`src/rtl/dsf_defs.svh`:
```
`ifndef DSF_DEFS_SVH
`define DSF_DEFS_SVH

// register indices, byte address is four times the index
`define DSF_IDX_TRIG        10'h02e
`define DSF_IDX_AFFECT      10'h02f
`define DSF_IDX_RD_REPL     10'h030
`define DSF_IDX_WR_REPL     10'h031
`define DSF_IDX_BLIT        10'h034
`define DSF_IDX_PARSER      10'h035
`define DSF_IDX_DEV_RD      10'h036
`define DSF_IDX_VID_RD      10'h03a
`define DSF_IDX_VID_WR      10'h03b
`define DSF_IDX_STATUS      10'h03c
`define DSF_IDX_MASK        10'h03d

// reset value of every register
`define DSF_RST_REG         32'h0000_0000

// requester ports
`define DSF_PORT_VIDEO      4'h3
`define DSF_PORT_BLIT       4'h7
`define DSF_PORT_DEVICE     4'h5
`define DSF_PARSER_IDX      4'h9

// trigger control fields
`define DSF_TRIG_TYPE_LSB   16

// affect select fields
`define DSF_AFF_WR_LSB      16

// blit engine control fields
`define DSF_BLIT_TRIG_SEL   8
`define DSF_BLIT_TRIG_TYPE  10
`define DSF_BLIT_REPL_SEL   12
`define DSF_BLIT_REPL       16
`define DSF_BLIT_WR_PAIR    4

// parser control fields
`define DSF_PAR_RD          0
`define DSF_PAR_WR          2
`define DSF_PAR_TRIG_EN     4
`define DSF_PAR_TRIG_TYPE   5
`define DSF_PAR_REPL_RD_SEL 6
`define DSF_PAR_REPL_WR_SEL 7
`define DSF_PAR_REPL_RD     8
`define DSF_PAR_REPL_WR     10

// event status bits
`define DSF_EV_TRIP         0
`define DSF_EV_RD_REFUSED   1
`define DSF_EV_WR_REFUSED   2
`define DSF_EV_BITS         3

// bus answers
`define DSF_RESP_OKAY       2'h0
`define DSF_RESP_SLVERR     2'h2

`endif

```
`src/rtl/dsf_pkg.sv`:
```
package dsf_pkg;

  // one access presented for a security check
  typedef struct packed {
    logic       valid;
    logic [3:0] port;
    logic [3:0] idx;
    logic       write;
    logic       secure;
  } dsf_req_t;

  // verdict, one cycle after the request
  typedef struct packed {
    logic valid;
    logic grant;
  } dsf_resp_t;

  typedef struct packed {
    logic        awready;
    logic        wready;
    logic        arready;
    logic        bvalid;
    logic [1:0]  bresp;
    logic        rvalid;
    logic [31:0] rdata;
    logic [1:0]  rresp;
    logic        aw_held;
    logic [9:0]  aw_idx;
    logic        w_held;
    logic [31:0] wdata;
    logic [3:0]  wstrb;
    logic [31:0] trig;
    logic [31:0] affect;
    logic [31:0] rd_repl;
    logic [31:0] wr_repl;
    logic [31:0] blit;
    logic [31:0] parser;
    logic [31:0] dev_rd;
    logic [31:0] vid_rd;
    logic [31:0] vid_wr;
    logic [2:0]  status;
    logic [2:0]  mask;
    logic        irq;
    logic        tripped;
    dsf_resp_t   resp;
  } dsf_state_t;

endpackage

```
`src/rtl/dsf_fence.sv`:
```
// Contract
// trigger control bits 31:16 give each requester's trip type, 1 secure, 0 non-secure
// trigger control bits 15:0 select which requesters may trip the fence
// fence trips on a read from a selected requester with matching security type
// affect bits 31:16 mark requesters whose write enables get replaced on trip
// affect bits 15:0 mark requesters whose read enables get replaced on trip
// on trip, marked requesters' read pairs copy from read replacement into video read enables
// on trip, marked requesters' write pairs copy from write replacement into video write enables
// blit engine is port 7 with read sources 0 and 1 and one writer
// blit enables: write bits 5:4, source 1 bits 3:2, source 0 bits 1:0
// blit bits 9:8 select trip sources, bits 11:10 give their trip types
// blit bits 14:12 make write, source 1, source 0 use bits 21:16 after trip
// parser is device port requester 9, governed by its own control register
// parser read enables in bits 1:0, write enables in bits 3:2
// parser reads trip the fence when bit 4 set and type matches bit 5
// after trip parser uses bits 11:8, bit 7 for writes, bit 6 for reads
// device read enables: odd bit secure, even bit non-secure, two bits per requester
// access without the enable for its region type is refused; all fields reset zero; non-parser device writes and other ports are always granted
// fence stays tripped with replacements in force until reset
//
// The AXI4-Lite interface to the registers is this design's own decision.
`timescale 1ns/1ps
`default_nettype none
`include "dsf_defs.svh"

module dsf_fence (
  input  wire logic              ref_clk,
  input  wire logic              rst,
  input  wire logic              s_axi_awvalid,
  output logic                   s_axi_awready,
  input  wire logic [11:0]       s_axi_awaddr,
  input  wire logic              s_axi_wvalid,
  output logic                   s_axi_wready,
  input  wire logic [31:0]       s_axi_wdata,
  input  wire logic [3:0]        s_axi_wstrb,
  output logic                   s_axi_bvalid,
  input  wire logic              s_axi_bready,
  output logic [1:0]             s_axi_bresp,
  input  wire logic              s_axi_arvalid,
  output logic                   s_axi_arready,
  input  wire logic [11:0]       s_axi_araddr,
  output logic                   s_axi_rvalid,
  input  wire logic              s_axi_rready,
  output logic [31:0]            s_axi_rdata,
  output logic [1:0]             s_axi_rresp,
  input  wire dsf_pkg::dsf_req_t req,
  output dsf_pkg::dsf_resp_t     resp,
  output logic                   irq
);
  import dsf_pkg::*;

  dsf_state_t  st_ff;
  dsf_state_t  nxt_st;
  logic [31:0] rd_copy_mask;
  logic [31:0] wr_copy_mask;
  logic [5:0]  blit_eff;
  logic [3:0]  parser_eff;
  logic [1:0]  acc_en;
  logic        acc_grant;
  logic        acc_trip;

  ////////////////////////////////////////////////////////////////////////////
  // helpers

  function automatic logic reg_hit(input logic [9:0] idx);
    reg_hit = (idx == `DSF_IDX_TRIG)    || (idx == `DSF_IDX_AFFECT)  ||
              (idx == `DSF_IDX_RD_REPL) || (idx == `DSF_IDX_WR_REPL) ||
              (idx == `DSF_IDX_BLIT)    || (idx == `DSF_IDX_PARSER)  ||
              (idx == `DSF_IDX_DEV_RD)  || (idx == `DSF_IDX_VID_RD)  ||
              (idx == `DSF_IDX_VID_WR)  || (idx == `DSF_IDX_STATUS)  ||
              (idx == `DSF_IDX_MASK);
  endfunction

  function automatic logic [31:0] strb_merge(input logic [31:0] old, input logic [31:0] d,
                                             input logic [3:0] s);
    logic [31:0] m;
    m = {{8{s[3]}}, {8{s[2]}}, {8{s[1]}}, {8{s[0]}}};
    strb_merge = (old & ~m) | (d & m);
  endfunction

  // pick the secure or non-secure enable of a pair
  function automatic logic pair_allows(input logic [1:0] pair, input logic secure);
    pair_allows = secure ? pair[1] : pair[0];
  endfunction

  ////////////////////////////////////////////////////////////////////////////
  // per requester copy masks

  genvar gi;
  generate
    for (gi = 0; gi < 16; gi++) begin : g_copy
      assign rd_copy_mask[2*gi +: 2] = {2{st_ff.affect[gi]}};
      assign wr_copy_mask[2*gi +: 2] = {2{st_ff.affect[`DSF_AFF_WR_LSB + gi]}};
    end
    for (gi = 0; gi < 3; gi++) begin : g_blit
      assign blit_eff[2*gi +: 2] = (st_ff.tripped && st_ff.blit[`DSF_BLIT_REPL_SEL + gi]) ?
                                   st_ff.blit[`DSF_BLIT_REPL + 2*gi +: 2] :
                                   st_ff.blit[2*gi +: 2];
    end
  endgenerate

  assign parser_eff[1:0] = (st_ff.tripped && st_ff.parser[`DSF_PAR_REPL_RD_SEL]) ?
                           st_ff.parser[`DSF_PAR_REPL_RD +: 2] : st_ff.parser[`DSF_PAR_RD +: 2];
  assign parser_eff[3:2] = (st_ff.tripped && st_ff.parser[`DSF_PAR_REPL_WR_SEL]) ?
                           st_ff.parser[`DSF_PAR_REPL_WR +: 2] : st_ff.parser[`DSF_PAR_WR +: 2];

  ////////////////////////////////////////////////////////////////////////////
  // access check and trip detection

  always_comb begin
    acc_en    = 2'h0;
    acc_trip  = 1'b0;
    acc_grant = 1'b1;
    unique case (req.port)
      `DSF_PORT_VIDEO: begin
        acc_en   = req.write ? st_ff.vid_wr[2*req.idx +: 2] : st_ff.vid_rd[2*req.idx +: 2];
        acc_trip = !req.write && st_ff.trig[req.idx] &&
                   (st_ff.trig[`DSF_TRIG_TYPE_LSB + req.idx] == req.secure);
        acc_grant = pair_allows(acc_en, req.secure);
      end
      `DSF_PORT_BLIT: begin
        if (req.write) begin
          acc_en = blit_eff[`DSF_BLIT_WR_PAIR +: 2];
        end else if (req.idx < 4'h2) begin
          acc_en   = blit_eff[2*req.idx[0] +: 2];
          acc_trip = st_ff.blit[`DSF_BLIT_TRIG_SEL + req.idx[0]] &&
                     (st_ff.blit[`DSF_BLIT_TRIG_TYPE + req.idx[0]] == req.secure);
        end
        acc_grant = pair_allows(acc_en, req.secure);
      end
      `DSF_PORT_DEVICE: begin
        if (req.idx == `DSF_PARSER_IDX) begin
          acc_en    = req.write ? parser_eff[3:2] : parser_eff[1:0];
          acc_trip  = !req.write && st_ff.parser[`DSF_PAR_TRIG_EN] &&
                      (st_ff.parser[`DSF_PAR_TRIG_TYPE] == req.secure);
          acc_grant = pair_allows(acc_en, req.secure);
        end else if (!req.write) begin
          acc_en    = st_ff.dev_rd[2*req.idx +: 2];
          acc_grant = pair_allows(acc_en, req.secure);
        end
      end
      default: begin
        acc_grant = 1'b1;
      end
    endcase
    acc_trip = acc_trip && req.valid;
  end

  ////////////////////////////////////////////////////////////////////////////
  // next state

  always_comb begin
    logic [2:0] ev;
    logic       do_write;
    logic       trip_now;
    logic       rd_status;
    ev        = 3'h0;
    do_write  = 1'b0;
    trip_now  = 1'b0;
    rd_status = 1'b0;
    nxt_st    = st_ff;

    // write channel capture, address and data in either order
    if (s_axi_awvalid && st_ff.awready) begin
      nxt_st.aw_held = 1'b1;
      nxt_st.aw_idx  = s_axi_awaddr[11:2];
    end
    if (s_axi_wvalid && st_ff.wready) begin
      nxt_st.w_held = 1'b1;
      nxt_st.wdata  = s_axi_wdata;
      nxt_st.wstrb  = s_axi_wstrb;
    end
    if (st_ff.bvalid && s_axi_bready) begin
      nxt_st.bvalid = 1'b0;
    end
    if (st_ff.aw_held && st_ff.w_held && !st_ff.bvalid) begin
      do_write       = 1'b1;
      nxt_st.aw_held = 1'b0;
      nxt_st.w_held  = 1'b0;
      nxt_st.bvalid  = 1'b1;
      nxt_st.bresp   = reg_hit(st_ff.aw_idx) ? `DSF_RESP_OKAY : `DSF_RESP_SLVERR;
    end

    if (do_write) begin
      unique case (st_ff.aw_idx)
        `DSF_IDX_TRIG:    nxt_st.trig    = strb_merge(st_ff.trig, st_ff.wdata, st_ff.wstrb);
        `DSF_IDX_AFFECT:  nxt_st.affect  = strb_merge(st_ff.affect, st_ff.wdata, st_ff.wstrb);
        `DSF_IDX_RD_REPL: nxt_st.rd_repl = strb_merge(st_ff.rd_repl, st_ff.wdata, st_ff.wstrb);
        `DSF_IDX_WR_REPL: nxt_st.wr_repl = strb_merge(st_ff.wr_repl, st_ff.wdata, st_ff.wstrb);
        `DSF_IDX_BLIT:    nxt_st.blit    = strb_merge(st_ff.blit, st_ff.wdata, st_ff.wstrb);
        `DSF_IDX_PARSER:  nxt_st.parser  = strb_merge(st_ff.parser, st_ff.wdata, st_ff.wstrb);
        `DSF_IDX_DEV_RD:  nxt_st.dev_rd  = strb_merge(st_ff.dev_rd, st_ff.wdata, st_ff.wstrb);
        `DSF_IDX_VID_RD: begin
          nxt_st.vid_rd = strb_merge(st_ff.vid_rd, st_ff.wdata, st_ff.wstrb);
          if (st_ff.tripped) begin
            nxt_st.vid_rd = (nxt_st.vid_rd & ~rd_copy_mask) | (st_ff.vid_rd & rd_copy_mask);
          end
        end
        `DSF_IDX_VID_WR: begin
          nxt_st.vid_wr = strb_merge(st_ff.vid_wr, st_ff.wdata, st_ff.wstrb);
          if (st_ff.tripped) begin
            nxt_st.vid_wr = (nxt_st.vid_wr & ~wr_copy_mask) | (st_ff.vid_wr & wr_copy_mask);
          end
        end
        `DSF_IDX_MASK: begin
          if (st_ff.wstrb[0]) begin
            nxt_st.mask = st_ff.wdata[`DSF_EV_BITS-1:0];
          end
        end
        default: begin
          nxt_st.mask = nxt_st.mask;
        end
      endcase
    end

    // read channel, answer one cycle after the address is taken
    if (st_ff.rvalid && s_axi_rready) begin
      nxt_st.rvalid = 1'b0;
    end
    if (s_axi_arvalid && st_ff.arready) begin
      nxt_st.rvalid = 1'b1;
      nxt_st.rresp  = reg_hit(s_axi_araddr[11:2]) ? `DSF_RESP_OKAY : `DSF_RESP_SLVERR;
      unique case (s_axi_araddr[11:2])
        `DSF_IDX_TRIG:    nxt_st.rdata = st_ff.trig;
        `DSF_IDX_AFFECT:  nxt_st.rdata = st_ff.affect;
        `DSF_IDX_RD_REPL: nxt_st.rdata = st_ff.rd_repl;
        `DSF_IDX_WR_REPL: nxt_st.rdata = st_ff.wr_repl;
        `DSF_IDX_BLIT:    nxt_st.rdata = st_ff.blit;
        `DSF_IDX_PARSER:  nxt_st.rdata = st_ff.parser;
        `DSF_IDX_DEV_RD:  nxt_st.rdata = st_ff.dev_rd;
        `DSF_IDX_VID_RD:  nxt_st.rdata = st_ff.vid_rd;
        `DSF_IDX_VID_WR:  nxt_st.rdata = st_ff.vid_wr;
        `DSF_IDX_STATUS: begin
          nxt_st.rdata = {29'h0000000, st_ff.status};
          rd_status    = 1'b1;
        end
        `DSF_IDX_MASK:    nxt_st.rdata = {29'h0000000, st_ff.mask};
        default:          nxt_st.rdata = 32'h0000_0000;
      endcase
    end
    nxt_st.awready = !nxt_st.aw_held && !nxt_st.bvalid;
    nxt_st.wready  = !nxt_st.w_held && !nxt_st.bvalid;
    nxt_st.arready = !nxt_st.rvalid;

    // fence trip latches and copies replacements once
    trip_now = acc_trip && !st_ff.tripped;
    if (acc_trip) begin
      nxt_st.tripped = 1'b1;
    end
    if (trip_now) begin
      nxt_st.vid_rd = (nxt_st.vid_rd & ~rd_copy_mask) | (st_ff.rd_repl & rd_copy_mask);
      nxt_st.vid_wr = (nxt_st.vid_wr & ~wr_copy_mask) | (st_ff.wr_repl & wr_copy_mask);
    end

    // verdict
    nxt_st.resp.valid = req.valid;
    nxt_st.resp.grant = req.valid && acc_grant;

    // events, a set in the clearing cycle wins
    ev[`DSF_EV_TRIP]       = trip_now;
    ev[`DSF_EV_RD_REFUSED] = req.valid && !req.write && !acc_grant;
    ev[`DSF_EV_WR_REFUSED] = req.valid && req.write && !acc_grant;
    nxt_st.status = (rd_status ? 3'h0 : st_ff.status) | ev;
    nxt_st.irq    = |(nxt_st.status & nxt_st.mask);
  end

  ////////////////////////////////////////////////////////////////////////////
  // state register

  always_ff @(posedge ref_clk or posedge rst) begin
    if (rst) begin
      st_ff <= '0;
    end else begin
      st_ff <= nxt_st;
    end
  end

  assign s_axi_awready = st_ff.awready;
  assign s_axi_wready  = st_ff.wready;
  assign s_axi_arready = st_ff.arready;
  assign s_axi_bvalid  = st_ff.bvalid;
  assign s_axi_bresp   = st_ff.bresp;
  assign s_axi_rvalid  = st_ff.rvalid;
  assign s_axi_rdata   = st_ff.rdata;
  assign s_axi_rresp   = st_ff.rresp;
  assign resp          = st_ff.resp;
  assign irq           = st_ff.irq;

  ////////////////////////////////////////////////////////////////////////////
  // checks

  property p_trip_holds;
    @(posedge ref_clk) disable iff (rst)
    st_ff.tripped |=> st_ff.tripped [*4];
  endproperty
  a_trip_holds: assert property (p_trip_holds) else $error("fence left tripped state");

  property p_video_trip;
    @(posedge ref_clk) disable iff (rst)
    (req.valid && req.port == `DSF_PORT_VIDEO && !req.write && st_ff.trig[req.idx] &&
     st_ff.trig[`DSF_TRIG_TYPE_LSB + req.idx] == req.secure) |=> st_ff.tripped;
  endproperty
  a_video_trip: assert property (p_video_trip) else $error("video read did not trip fence");

  property p_video_no_trip;
    @(posedge ref_clk) disable iff (rst)
    (!st_ff.tripped && req.valid && req.port == `DSF_PORT_VIDEO && !st_ff.trig[req.idx])
      |=> !st_ff.tripped;
  endproperty
  a_video_no_trip: assert property (p_video_no_trip) else $error("unselected requester tripped");

  property p_copy_read;
    @(posedge ref_clk) disable iff (rst)
    $rose(st_ff.tripped) |-> ((st_ff.vid_rd & $past(rd_copy_mask)) == ($past(st_ff.rd_repl) &
                                                                        $past(rd_copy_mask)));
  endproperty
  a_copy_read: assert property (p_copy_read) else $error("read replacement not copied");

  property p_copy_write;
    @(posedge ref_clk) disable iff (rst)
    $rose(st_ff.tripped) |-> ((st_ff.vid_wr & $past(wr_copy_mask)) == ($past(st_ff.wr_repl) &
                                                                        $past(wr_copy_mask)));
  endproperty
  a_copy_write: assert property (p_copy_write) else $error("write replacement not copied");

  property p_blit_write;
    @(posedge ref_clk) disable iff (rst)
    (req.valid && req.port == `DSF_PORT_BLIT && req.write && !st_ff.tripped)
      |=> resp.valid && (resp.grant == $past(req.secure ? st_ff.blit[`DSF_BLIT_WR_PAIR + 1] :
                                                          st_ff.blit[`DSF_BLIT_WR_PAIR]));
  endproperty
  a_blit_write: assert property (p_blit_write) else $error("blit write verdict wrong");

  property p_parser_trip;
    @(posedge ref_clk) disable iff (rst)
    (req.valid && req.port == `DSF_PORT_DEVICE && req.idx == `DSF_PARSER_IDX && !req.write &&
     st_ff.parser[`DSF_PAR_TRIG_EN] && st_ff.parser[`DSF_PAR_TRIG_TYPE] == req.secure)
      |=> st_ff.tripped ##1 st_ff.tripped;
  endproperty
  a_parser_trip: assert property (p_parser_trip) else $error("parser read did not trip fence");

  property p_parser_repl;
    @(posedge ref_clk) disable iff (rst)
    (st_ff.tripped && st_ff.parser[`DSF_PAR_REPL_RD_SEL] && req.valid && !req.write &&
     req.port == `DSF_PORT_DEVICE && req.idx == `DSF_PARSER_IDX && req.secure)
      |=> resp.grant == $past(st_ff.parser[`DSF_PAR_REPL_RD + 1]);
  endproperty
  a_parser_repl: assert property (p_parser_repl) else $error("parser replacement not used");

  property p_dev_read;
    @(posedge ref_clk) disable iff (rst)
    (req.valid && !req.write && req.port == `DSF_PORT_DEVICE && req.idx != `DSF_PARSER_IDX)
      |=> resp.valid && resp.grant == $past(st_ff.dev_rd[{req.idx, req.secure}]);
  endproperty
  a_dev_read: assert property (p_dev_read) else $error("device read verdict wrong");

  property p_refused_irq;
    @(posedge ref_clk) disable iff (rst)
    (resp.valid && !resp.grant && st_ff.mask[`DSF_EV_RD_REFUSED] && $past(!req.write))
      |-> st_ff.irq;
  endproperty
  a_refused_irq: assert property (p_refused_irq) else $error("refused read raised no interrupt");

  property p_blit_src_range;
    @(posedge ref_clk) disable iff (rst)
    (req.valid && req.port == `DSF_PORT_BLIT && !req.write && req.idx >= 4'h2)
      |=> resp.valid && !resp.grant;
  endproperty
  a_blit_src_range: assert property (p_blit_src_range) else $error("blit read of unknown source granted");

  property p_parser_write;
    @(posedge ref_clk) disable iff (rst)
    (req.valid && req.port == `DSF_PORT_DEVICE && req.idx == `DSF_PARSER_IDX && req.write && !st_ff.tripped)
      |=> resp.grant == $past(req.secure ? st_ff.parser[`DSF_PAR_WR + 1] : st_ff.parser[`DSF_PAR_WR]);
  endproperty
  a_parser_write: assert property (p_parser_write) else $error("parser write verdict wrong");

endmodule
`default_nettype wire

```
`config.mk`:
```
export PLATFORM = sky130hd
export DESIGN_NAME = dsf_fence
export DESIGN_NICKNAME = d
export VERILOG_FILES = /design/src/rtl/dsf_pkg.sv /design/src/rtl/dsf_fence.sv
export VERILOG_INCLUDE_DIRS = /design/src /design/src/rtl
export SDC_FILE = /design/constraint.sdc
export NUM_CORES = 1
export LEC_CHECK = 0
export BUFFER_PORTS_ARGS = -buffer_cell sky130_fd_sc_hd__clkbuf_2
export CAP_MARGIN = 20
export CORE_MARGIN = 10
export CORE_UTILIZATION = 56
export DETAILED_ROUTE_END_ITERATION = 16
export GPL_TIMING_DRIVEN = 0
export PLACE_DENSITY = 0.86
export RECOVER_POWER = 100
export SYNTH_ARGS = -nofsm -noshare
export SYNTH_HDL_FRONTEND = slang
export SYNTH_SLANG_ARGS = --single-unit
```
`constraint.sdc`:
```
create_clock -name ref_clk -period 12.05 [get_ports ref_clk]
set_input_delay 1.205 -clock ref_clk [delete_from_list [all_inputs] [get_ports ref_clk]]
set_output_delay 1.205 -clock ref_clk [all_outputs]
set_load 0.02 [all_outputs]
```
# After elaboration in Yosys (flattened, before gate mapping)
# Cells that the tools add are included.
[word_totals] ff_bits=387 latchBits=0 ramBits=0 romBits=0 inputBits=78 out_inout_bits=44 word_cells=219 n_memories=0
[op_classes] n_addsub=3 mul=0 div_mod_pow=0 magnitude_cmp=5 n_eq_ne=29 shift=4 mux=52 bitwise_logic=36 n_reduce_logical=62
[ops] op="$and A32 B32 Y32" count=18
[ops] op="$or A32 B32 Y32" count=13
[ops] op="$pmux W32 S11" count=1
[ops] op="$eq A10 B6 Y1 const B" count=22
[ops] op="$mux W32" count=4
[ops] op="$mux W64" count=2
[ops] op="$not A32 Y32" count=3
[ops] op="$shiftx A32 B6 Y2" count=3
[ops] op="$mux W37" count=1
[ops] op="$mux W35" count=1
[ops] op="$logic_and A1 B1 Y1" count=26
[ops] op="$mux W2" count=11
[ops] op="$logic_or A1 B1 Y1" count=20
[ops] op="$mux W1" count=20
[ops] op="$bmux W1 S5" count=3
[ops] op="$mux W3" count=5
[ops] op="$reduce_and A2 Y1" count=7
[ops] op="$lt A5 B6 Y1 const B" count=2
[ops] op="$mux W11" count=1
[ops] op="$add A4 B1 Y5 const A" count=2
[ops] op="$eq A4 B3 Y1 const B" count=2
[ops] op="$logic_not A1 Y1" count=8
[ops] op="$add A5 B4 Y6 const A" count=1
[ops] op="$lt A4 B6 Y1 const B" count=1
[ops] op="other kinds (11)" count=14

# Depth between registers and ports, before layout
# Gate-level depths: netlist of run 1.
[logic_depth] ltp_word=15 mapped_depth=9 ltp_nobuf=6

# Worst setup path after synthesis of run 1
# Ideal clock, no wire load.
[synth_timing] path_kind="in2reg" startpoint="in req[1] (netlist bit)" endpoint="reg st_ff[9] (netlist bit)" setup_ns=0.122 arrival_ns=2.979 t_required_ns=11.928 slack_ns=8.949 stages=7 n_path_buf=3 cell_sequence="buf_4 buf_4 buf_2 mux4_2 a2111o_1 o211a_1 a32o_1"
[synth_lines] element="from (decl)" line_no="dsf_fence.sv:46" text="input wire dsf_pkg::dsf_req_t req,"
[synth_lines] element="to (signal assigned)" line_no="dsf_fence.sv:274" text="st_ff <= nxt_st;"
[synth_lines] element="to (decl)" line_no="dsf_fence.sv:52" text="dsf_state_t st_ff;"

==> results by group, run 1 <==
Status
  • Status: complete, but fails checks
  • Failing checks: capacitance limit, slew limit

Drt
  • Total Wirelength: 70700 µm
  • Met2 wire len: 32100 µm
  • DR DRC count: 0
  • WL met3: 8430 µm
  • Antenna-violating nets left: 0
  • Top Metal Used: met4
  • WL/cell: 30.9 µm
  • Vias: 15800
  • Via density: 6.92
  • DRT met1 WL: 26200 µm
  • DR iter-0 viols: 2254
  • Pre-antenna DRT Iters: 6

Placed design
  • Port Buffer Count: 112
  • Detailed Place HPWL: 50500 µm
  • GPL Wtd Cong: 1.02
  • Dpl cells: 2206

Power and ir drop
  • Peak VDD IR: 146 µV
  • Power Density: 152 nW/µm²
  • Pleak: 10.4 nW
  • Total power: 3.45 mW

Setup path
  • Critical Path AT: 4.94 ns
  • Kind of cell adding the most delay to the critical path: simple AND/OR/NAND/NOR gates
  • CP endpoint kind: flip-flop
  • Worst path max stage delay: 1.22 ns
  • CP required: 12.51 ns
  • CP bufs+invs: 1
  • Critical setup path kind: reg -> reg
  • CP Launch Type: flip-flop
  • CP max-delay cell: nor4_1
  • Max Fanout on Critical Path: 8
  • Reg2reg setup slack: 7.57 ns
  • CP Cell Sequence: nor4b_1, and3_1, clkbuf_1, nand2b_2, nor4_1, nand2_1, mux2_2

Logic synthesis
  • Synth Instances: 1629
  • Most common cell in the synthesized netlist: dfrtp_1
  • Yosys warns: 0
  • Post-synthesis mux area share: 27.0%
  • Synth Area per Inst: 12.4 µm²
  • Synthesized area: 20300 µm²
  • FF+latch count, synth: 385
  • Top-area cell type share of the netlist area: 47.6%
  • Post-synth EDFFs: 0
  • Post-synth top cells: 385 x dfrtp_1, 373 x mux2_2, 139 x nand2_1, 94 x a22oi_1, 57 x clkbuf_1
  • Post-Synth Simple-Gate Area: 9.04%
  • Synth Flop Type: dfrtp_1
  • Synth top area cells: dfrtp_1 48%, mux2_2 21%, a22oi_1 3.5%
  • Largest family of logic cells by synthesized area: multiplexers
  • FFs w/ async S/R, synth: 100%
  • Count of different cell masters after synthesis: 80
  • Area fraction in compound gates after synthesis: 11.6%
  • Synth Area in XOR/XNOR: 0.253%
  • Synth Area in Adders: 0%
  • Seq/Total Area, Yosys: 47.6%
  • Largest area contributor in the netlist: dfrtp_1

GRT
  • Largest net degree at the start of global routing: 115
  • Vias in the first global route: 16000
  • Antenna violations before repair: 1
  • GRT overflow: 0
  • First-pass GRT wire length: 104000 µm
  • Total GRT Usage: 31.5%

Run
  • Max Cap Viol: 5

Timing
  • Relative slew slack: -153%
  • Final period util: 37.2%
  • Final Max Tran Viols: 101
  • Tmin final: 4.48 ns
  • FMAX: 223 MHz
  • Worst Tran Pin Value: 3.77 ns
  • Clock Skew: 0.0175 ns
  • RSZ-0062 raised after global routing: no
  • Setup violations, final: 0
  • Final hold violation count: 0

Finish
  • Net count, final: 1868
  • Layout cell share with drive strength beyond 1: 35.9%
  • Area growth syn-to-layout: 12.3%
  • Fill cells: 2732
  • Non-Filler Instances: 2285

Floorplanning
  • Starting Density: 56.8%
  • Die width: 210 µm
  • DIE HEIGHT: 210 µm
  • Core region area: 35700 µm²
  • Number of placement rows: 69
  • Die area: 44200 µm²
  • IO Count: 122

Clock network
  • Clk slew on worst S/H paths: 0.06 ns
  • CTS Buf Count: 42
  • Cts hold-fix bufs: 0
  • Post-cts sizing count: 0
  • Buffer count from post-CTS setup fixing: 0
  • Worst-skew pair later-pin latency: 0.58 ns
  • Clk buf depth: 3
  • Clock sinks: 385
  • Clock Root Buffer: clkbuf_16
  • CTS tree: yes
  • H-Tree Level Count: 2

Worst hold path
  • Worst hold path class: reg -> reg
-- area by class of cell --
| type | count | area (µm²) | area share, % |
|---|---|---|---|
| Sequential cell | 385 | 9630 | 42.4 |
| Multi-Input combinational cell | 1066 | 9500 | 41.8 |
| Clock buffer | 60 | 1300 | 5.73 |
| Buffer | 161 | 856 | 3.76 |
| Timing Repair Buffer | 116 | 599 | 2.64 |
| Tap cell | 461 | 577 | 2.54 |
| Clock inverter | 17 | 200 | 0.880 |
| Inverter | 18 | 68.8 | 0.303 |
| Antenna cell | 1 | 2.50 | 0.0110 |
-- worst register-to-register path: cells and delay by family, from the launching register on --
| kind | cells | cell delay [ns] |
|---|---|---|
| AND/OR/NAND/NOR | 5 | 3.21 |
| multiplexers | 1 | 0.49 |
| flip-flops | 1 | 0.41 |
| buffers and inverters | 1 | 0.26 |
-- layer usage --
| metal | global-route usage, % | vias up |
|---|---|---|
| met3 | 9.39 | 245 |
| met1 | 39.3 | 8013 |
| li1 | - | 6471 |
| met5 | 0 | - |
| met4 | 16.8 | 0 |
| met2 | 48.9 | 1082 |
-- logic make-up (layout without fill, tap and decap cells) --
logic type	after synthesis	count (layout)
other	1	3
muxes	454	454
buffers and inverters	179	372
and+or+nand+nor	306	306
xor gates and xnor gates	5	5
AOI/OAI and AO/OA	299	299
DFF	385	385
-- layout by cell type, fill, tap and decap left out, types with 4 or more instances in the layout --
| cell type | n |
|---|---|
| buf_1 | 29 |
| buf_4 | 48 |
| and2_1 | 6 |
| nand2_1 | 139 |
| mux2_1 | 40 |
| a222oi_1 | 36 |
| nand3b_1 | 34 |
| clkbuf_1 | 112 |
| a211oi_1 | 4 |
| clkinv_2 | 8 |
| mux4_2 | 28 |
| mux2i_1 | 14 |
| nor3_2 | 29 |
| dfrtp_1 | 385 |
| a41oi_1 | 19 |
| clkbuf_16 | 45 |
| clkbuf_8 | 12 |
| a21o_1 | 20 |
| o22ai_1 | 5 |
| nor2_1 | 14 |
| buf_6 | 7 |
| nand2b_1 | 5 |
| a21oi_1 | 68 |
| a31oi_1 | 4 |
| clkbuf_2 | 65 |
| nor2b_1 | 8 |
| nor3_1 | 22 |
| mux2_2 | 368 |
| a41o_1 | 13 |
| bufinv_16 | 4 |
| nor4_1 | 11 |
| nand4_1 | 8 |
| inv_1 | 15 |
| buf_2 | 15 |
| o21ai_0 | 7 |
| a22oi_1 | 94 |
-- stage by stage --
stage               setup TNS [ns]  area (µm²)  util [%]  hold WS, ns  setup WS, ns
detailed placement               0       21500      60.3        0.464          7.93
global route                     0       22700      63.8        0.499          7.51
global placement          -1355.66       21400      60.0        0.462         -3.56
floorplan                        0       20300         -        0.447         0.146
finish                           0       22700      63.8        0.477          7.57
CTS                              0       23000      64.5        0.481          8.52
-- where the power goes --
part | internal, mW | switching (mW)
Combinational | 0.190 | 0.392
Sequential | 1.40 | 0.0657
Clock | 0.840 | 0.558
Total | 2.43 | 1.02
-- path summary, 6_finish.rpt --
path                                                 start                    endpoint  cells past startpoint
worst max-delay path                s_axi_bvalid$_DFF_PP0_                   flip-flop                      7
worst min-delay path            s_axi_rdata[3]$_DFFE_PP0P_  s_axi_rdata[3]$_DFFE_PP0P_                      1
worst max register to register      s_axi_bvalid$_DFF_PP0_                   flip-flop                      7
worst min register to register  s_axi_rdata[3]$_DFFE_PP0P_  s_axi_rdata[3]$_DFFE_PP0P_                      1
max in group asynchronous                              rst  asynchronous set/reset pin                      4
min in group asynchronous                              rst      st_ff[309]$_DFFE_PP0P_                      2
(Power assumes the default switching activity.)
==> inputs of run 2 (changes only) <==
- clock period: 12.05 -> 3.8 ns (I/O delays scaled with it)
==> run 2 against run 1 <==
Compared with the run above:
- the run still ends with capacitance limit, slew limit left
- combinational power rose to 3.1 times the previous value
- fmax up 30%
- power rose to 3.0 times the previous value
- sequential share of layout area up 0.17 points
- critical path type unchanged
- non-clock buffer count up 8
- global-route usage down 0.20 points
- design area down 0.40%
- register-to-register slack worse by 7.2 ns
- critical path depth down 2
- core utilization down 0.26 points
- sequential power rose to 3.2 times the previous value
- die area unchanged
==> results by group, run 2 (synthesis results as in run 1) <==
Status
  • Status: complete, but fails checks (unchanged)
  • Failing checks: capacitance limit, slew limit (unchanged)

Drt
  • Pre-antenna DRT Iters: 9 (was 6)
  • WL/cell: 30.5 µm (was 30.9 µm)
  • Total Wirelength: 69600 µm (was 70700 µm)
  • DR iter-0 viols: 2381 (was 2254)
  • Via density: 6.91 (was 6.92)
  • DR DRC count: 0 (unchanged)
  • Antenna-violating nets left: 0 (unchanged)
  • Vias: 15800 (about the same)

Timing
  • Worst Tran Pin Value: 1.56 ns (was 3.77 ns)
  • Setup violations, final: 0 (unchanged)
  • FMAX: 290 MHz (was 223 MHz)
  • Clock Skew: 0.0131 ns (was 0.0175 ns)
  • Tmin final: 3.45 ns (was 4.48 ns)
  • Final period util: 90.9% (was 37.2%)
  • RSZ-0062 raised after global routing: no (unchanged)
  • Relative slew slack: -5.13% (was -153%)
  • Final Max Tran Viols: 5 (was 101)
  • Final hold violation count: 0 (unchanged)

Placed design
  • GPL Wtd Cong: 1.07 (was 1.02)
  • Detailed Place HPWL: 50800 µm (was 50500 µm)
  • Port Buffer Count: 112 (unchanged)

Finish
  • Layout cell share with drive strength beyond 1: 37.0% (was 35.9%)
  • Utilization after layout: 63.5% (was 63.8%)
  • Commonest non-fill, non-tap cell in the layout: dfrtp_1 (unchanged)
  • Net count, final: 1875 (was 1868)
  • Area growth syn-to-layout: 11.8% (was 12.3%)
  • Most frequent cells in the layout: 385 x dfrtp_1, 369 x mux2_2, 139 x nand2_1 (was 385 x dfrtp_1, 368 x mux2_2, 139 x nand2_1)

Worst hold path
  • Worst hold path class: in -> reg (was reg -> reg)

GRT
  • M1 GR Usage: 38.6% (was 39.3%)
  • GR Layer Usage met2: 47.6% (was 48.9%)
  • Antenna violations before repair: 2 (was 1)
  • Most Used Layer, Global Route: met2 (unchanged)
  • First-pass GRT wire length: 104000 µm (about the same)
  • GRT overflow: 0 (unchanged)
  • Largest net degree at the start of global routing: 44 (was 115)
  • Vias in the first global route: 16400 (was 16000)
  • M3 GR Usage: 10.8% (was 9.39%)
  • Total GRT Usage: 31.3% (was 31.5%)

Setup path
  • Max Fanout on Critical Path: 8 (unchanged)
  • CP endpoint kind: flip-flop (unchanged)
  • CP Launch Type: flip-flop (unchanged)
  • Critical Path AT: 3.90 ns (was 4.94 ns)
  • CP required: 4.24 ns (was 12.51 ns)
  • Critical setup path kind: reg -> reg (unchanged)

Floorplanning
  • Starting Density: 56.8% (unchanged)
  • Core region area: 35700 µm² (unchanged)
  • Die width: 210 µm (unchanged)
  • Die area: 44200 µm² (unchanged)
  • Number of placement rows: 69 (unchanged)
  • IO Count: 122 (unchanged)
  • DIE HEIGHT: 210 µm (unchanged)

Clock network
  • CTS tree: yes (unchanged)
  • Clk buf depth: 3 (unchanged)
  • H-Tree Level Count: 2 (unchanged)
  • Clock sinks: 385 (unchanged)
  • Clk slew on worst S/H paths: 0.06 ns (about the same)
  • Worst-skew pair later-pin latency: 0.57 ns (was 0.58 ns)
  • Clock Root Buffer: clkbuf_16 (unchanged)
  • CTS Buf Count: 41 (was 42)

Power and ir drop
  • Total power: 10.3 mW (was 3.45 mW)
  • Pleak: 10.4 nW (about the same)
  • Power Density: 453 nW/µm² (was 152 nW/µm²)
  • Peak VDD IR: 414 µV (was 146 µV)

Run
  • Max Cap Viol: 2 (was 5)
[run 2: metrics by stage]
| step | std cells | setup TNS, ns | hold slack, ns | instance area (µm²) | setup WS, ns |
|---|---|---|---|---|---|
| 2_1_floorplan | 1630 | -676.04 | 0.411 | 20300 | -1.76 |
| 3_3_place_gp | 2203 | -1425.66 | 0.463 | 21400 | -3.75 |
| 3_5_place_dp | 2213 | 0 | 0.448 | 21600 | 0.490 |
| 4_1_cts | 2283 | 0 | 0.00501 | 22800 | 0.852 |
| 5_1_grt | 2284 | 0 | 0.00976 | 22600 | 0.390 |
| 6_report | 2286 | 0 | 0.0143 | 22600 | 0.346 |
[run 2: worst max-delay path, cell delays in order (launching register included)]
cell and delay (ns):
dfrtp_1 0.43, nor4b_4 0.40, nand2_1 0.13, nor4_1 1.22, nand2_1 0.64, mux2_1 0.51
[run 2: cell type report]
cell class	count	area, µm²
Antenna cell	2	5.00
Buffer	161	855
Clock buffer	57	1150
Clock inverter	12	68.8
Fill cell	2745	13000
Inverter	18	68.8
Multi-Input combinational cell	1066	9600
Sequential cell	385	9630
Tap cell	461	577
Timing Repair Buffer	124	697
[run 2: report_power, final]
group / internal, mW / switching (mW) / total, mW
clock: 2.10 / 1.67 / 3.76
sequential: 4.45 / 0.224 / 4.67
combinational: 0.618 / 1.21 / 1.83
[run 2: final timing paths]
kind                                                  start                           to  slack [ns]  cells past startpoint
worst min register to register  s_axi_rdata[18]$_DFFE_PP0P_  s_axi_rdata[18]$_DFFE_PP0P_        0.48                      1
worst min-delay path                          s_axi_awvalid      s_axi_awready$_DFF_PP0_        0.01                      2
worst max-delay path                 s_axi_bvalid$_DFF_PP0_                    flip-flop        0.35                      5
max in group asynchronous                               rst   asynchronous set/reset pin        0.76                      9
min in group asynchronous                               rst       st_ff[305]$_DFFE_PP0P_        0.58                      3
worst max register to register       s_axi_bvalid$_DFF_PP0_                    flip-flop        0.35                      5
[run 2: what timing repair did]
item,4_1_cts,5_1_grt
endpoints found under the setup margin,0,0
buffers inserted,0,0
gates resized for setup,0,0
endpoints found under the hold margin,21,0
hold buffers,1,0
[run 2: per-layer routing]
metal / wire length, µm / share of wire [%]
met1: 25200 / 36
met5: 0 / 0
met2: 31400 / 45
met4: 4270 / 6.1
met3: 8780 / 13
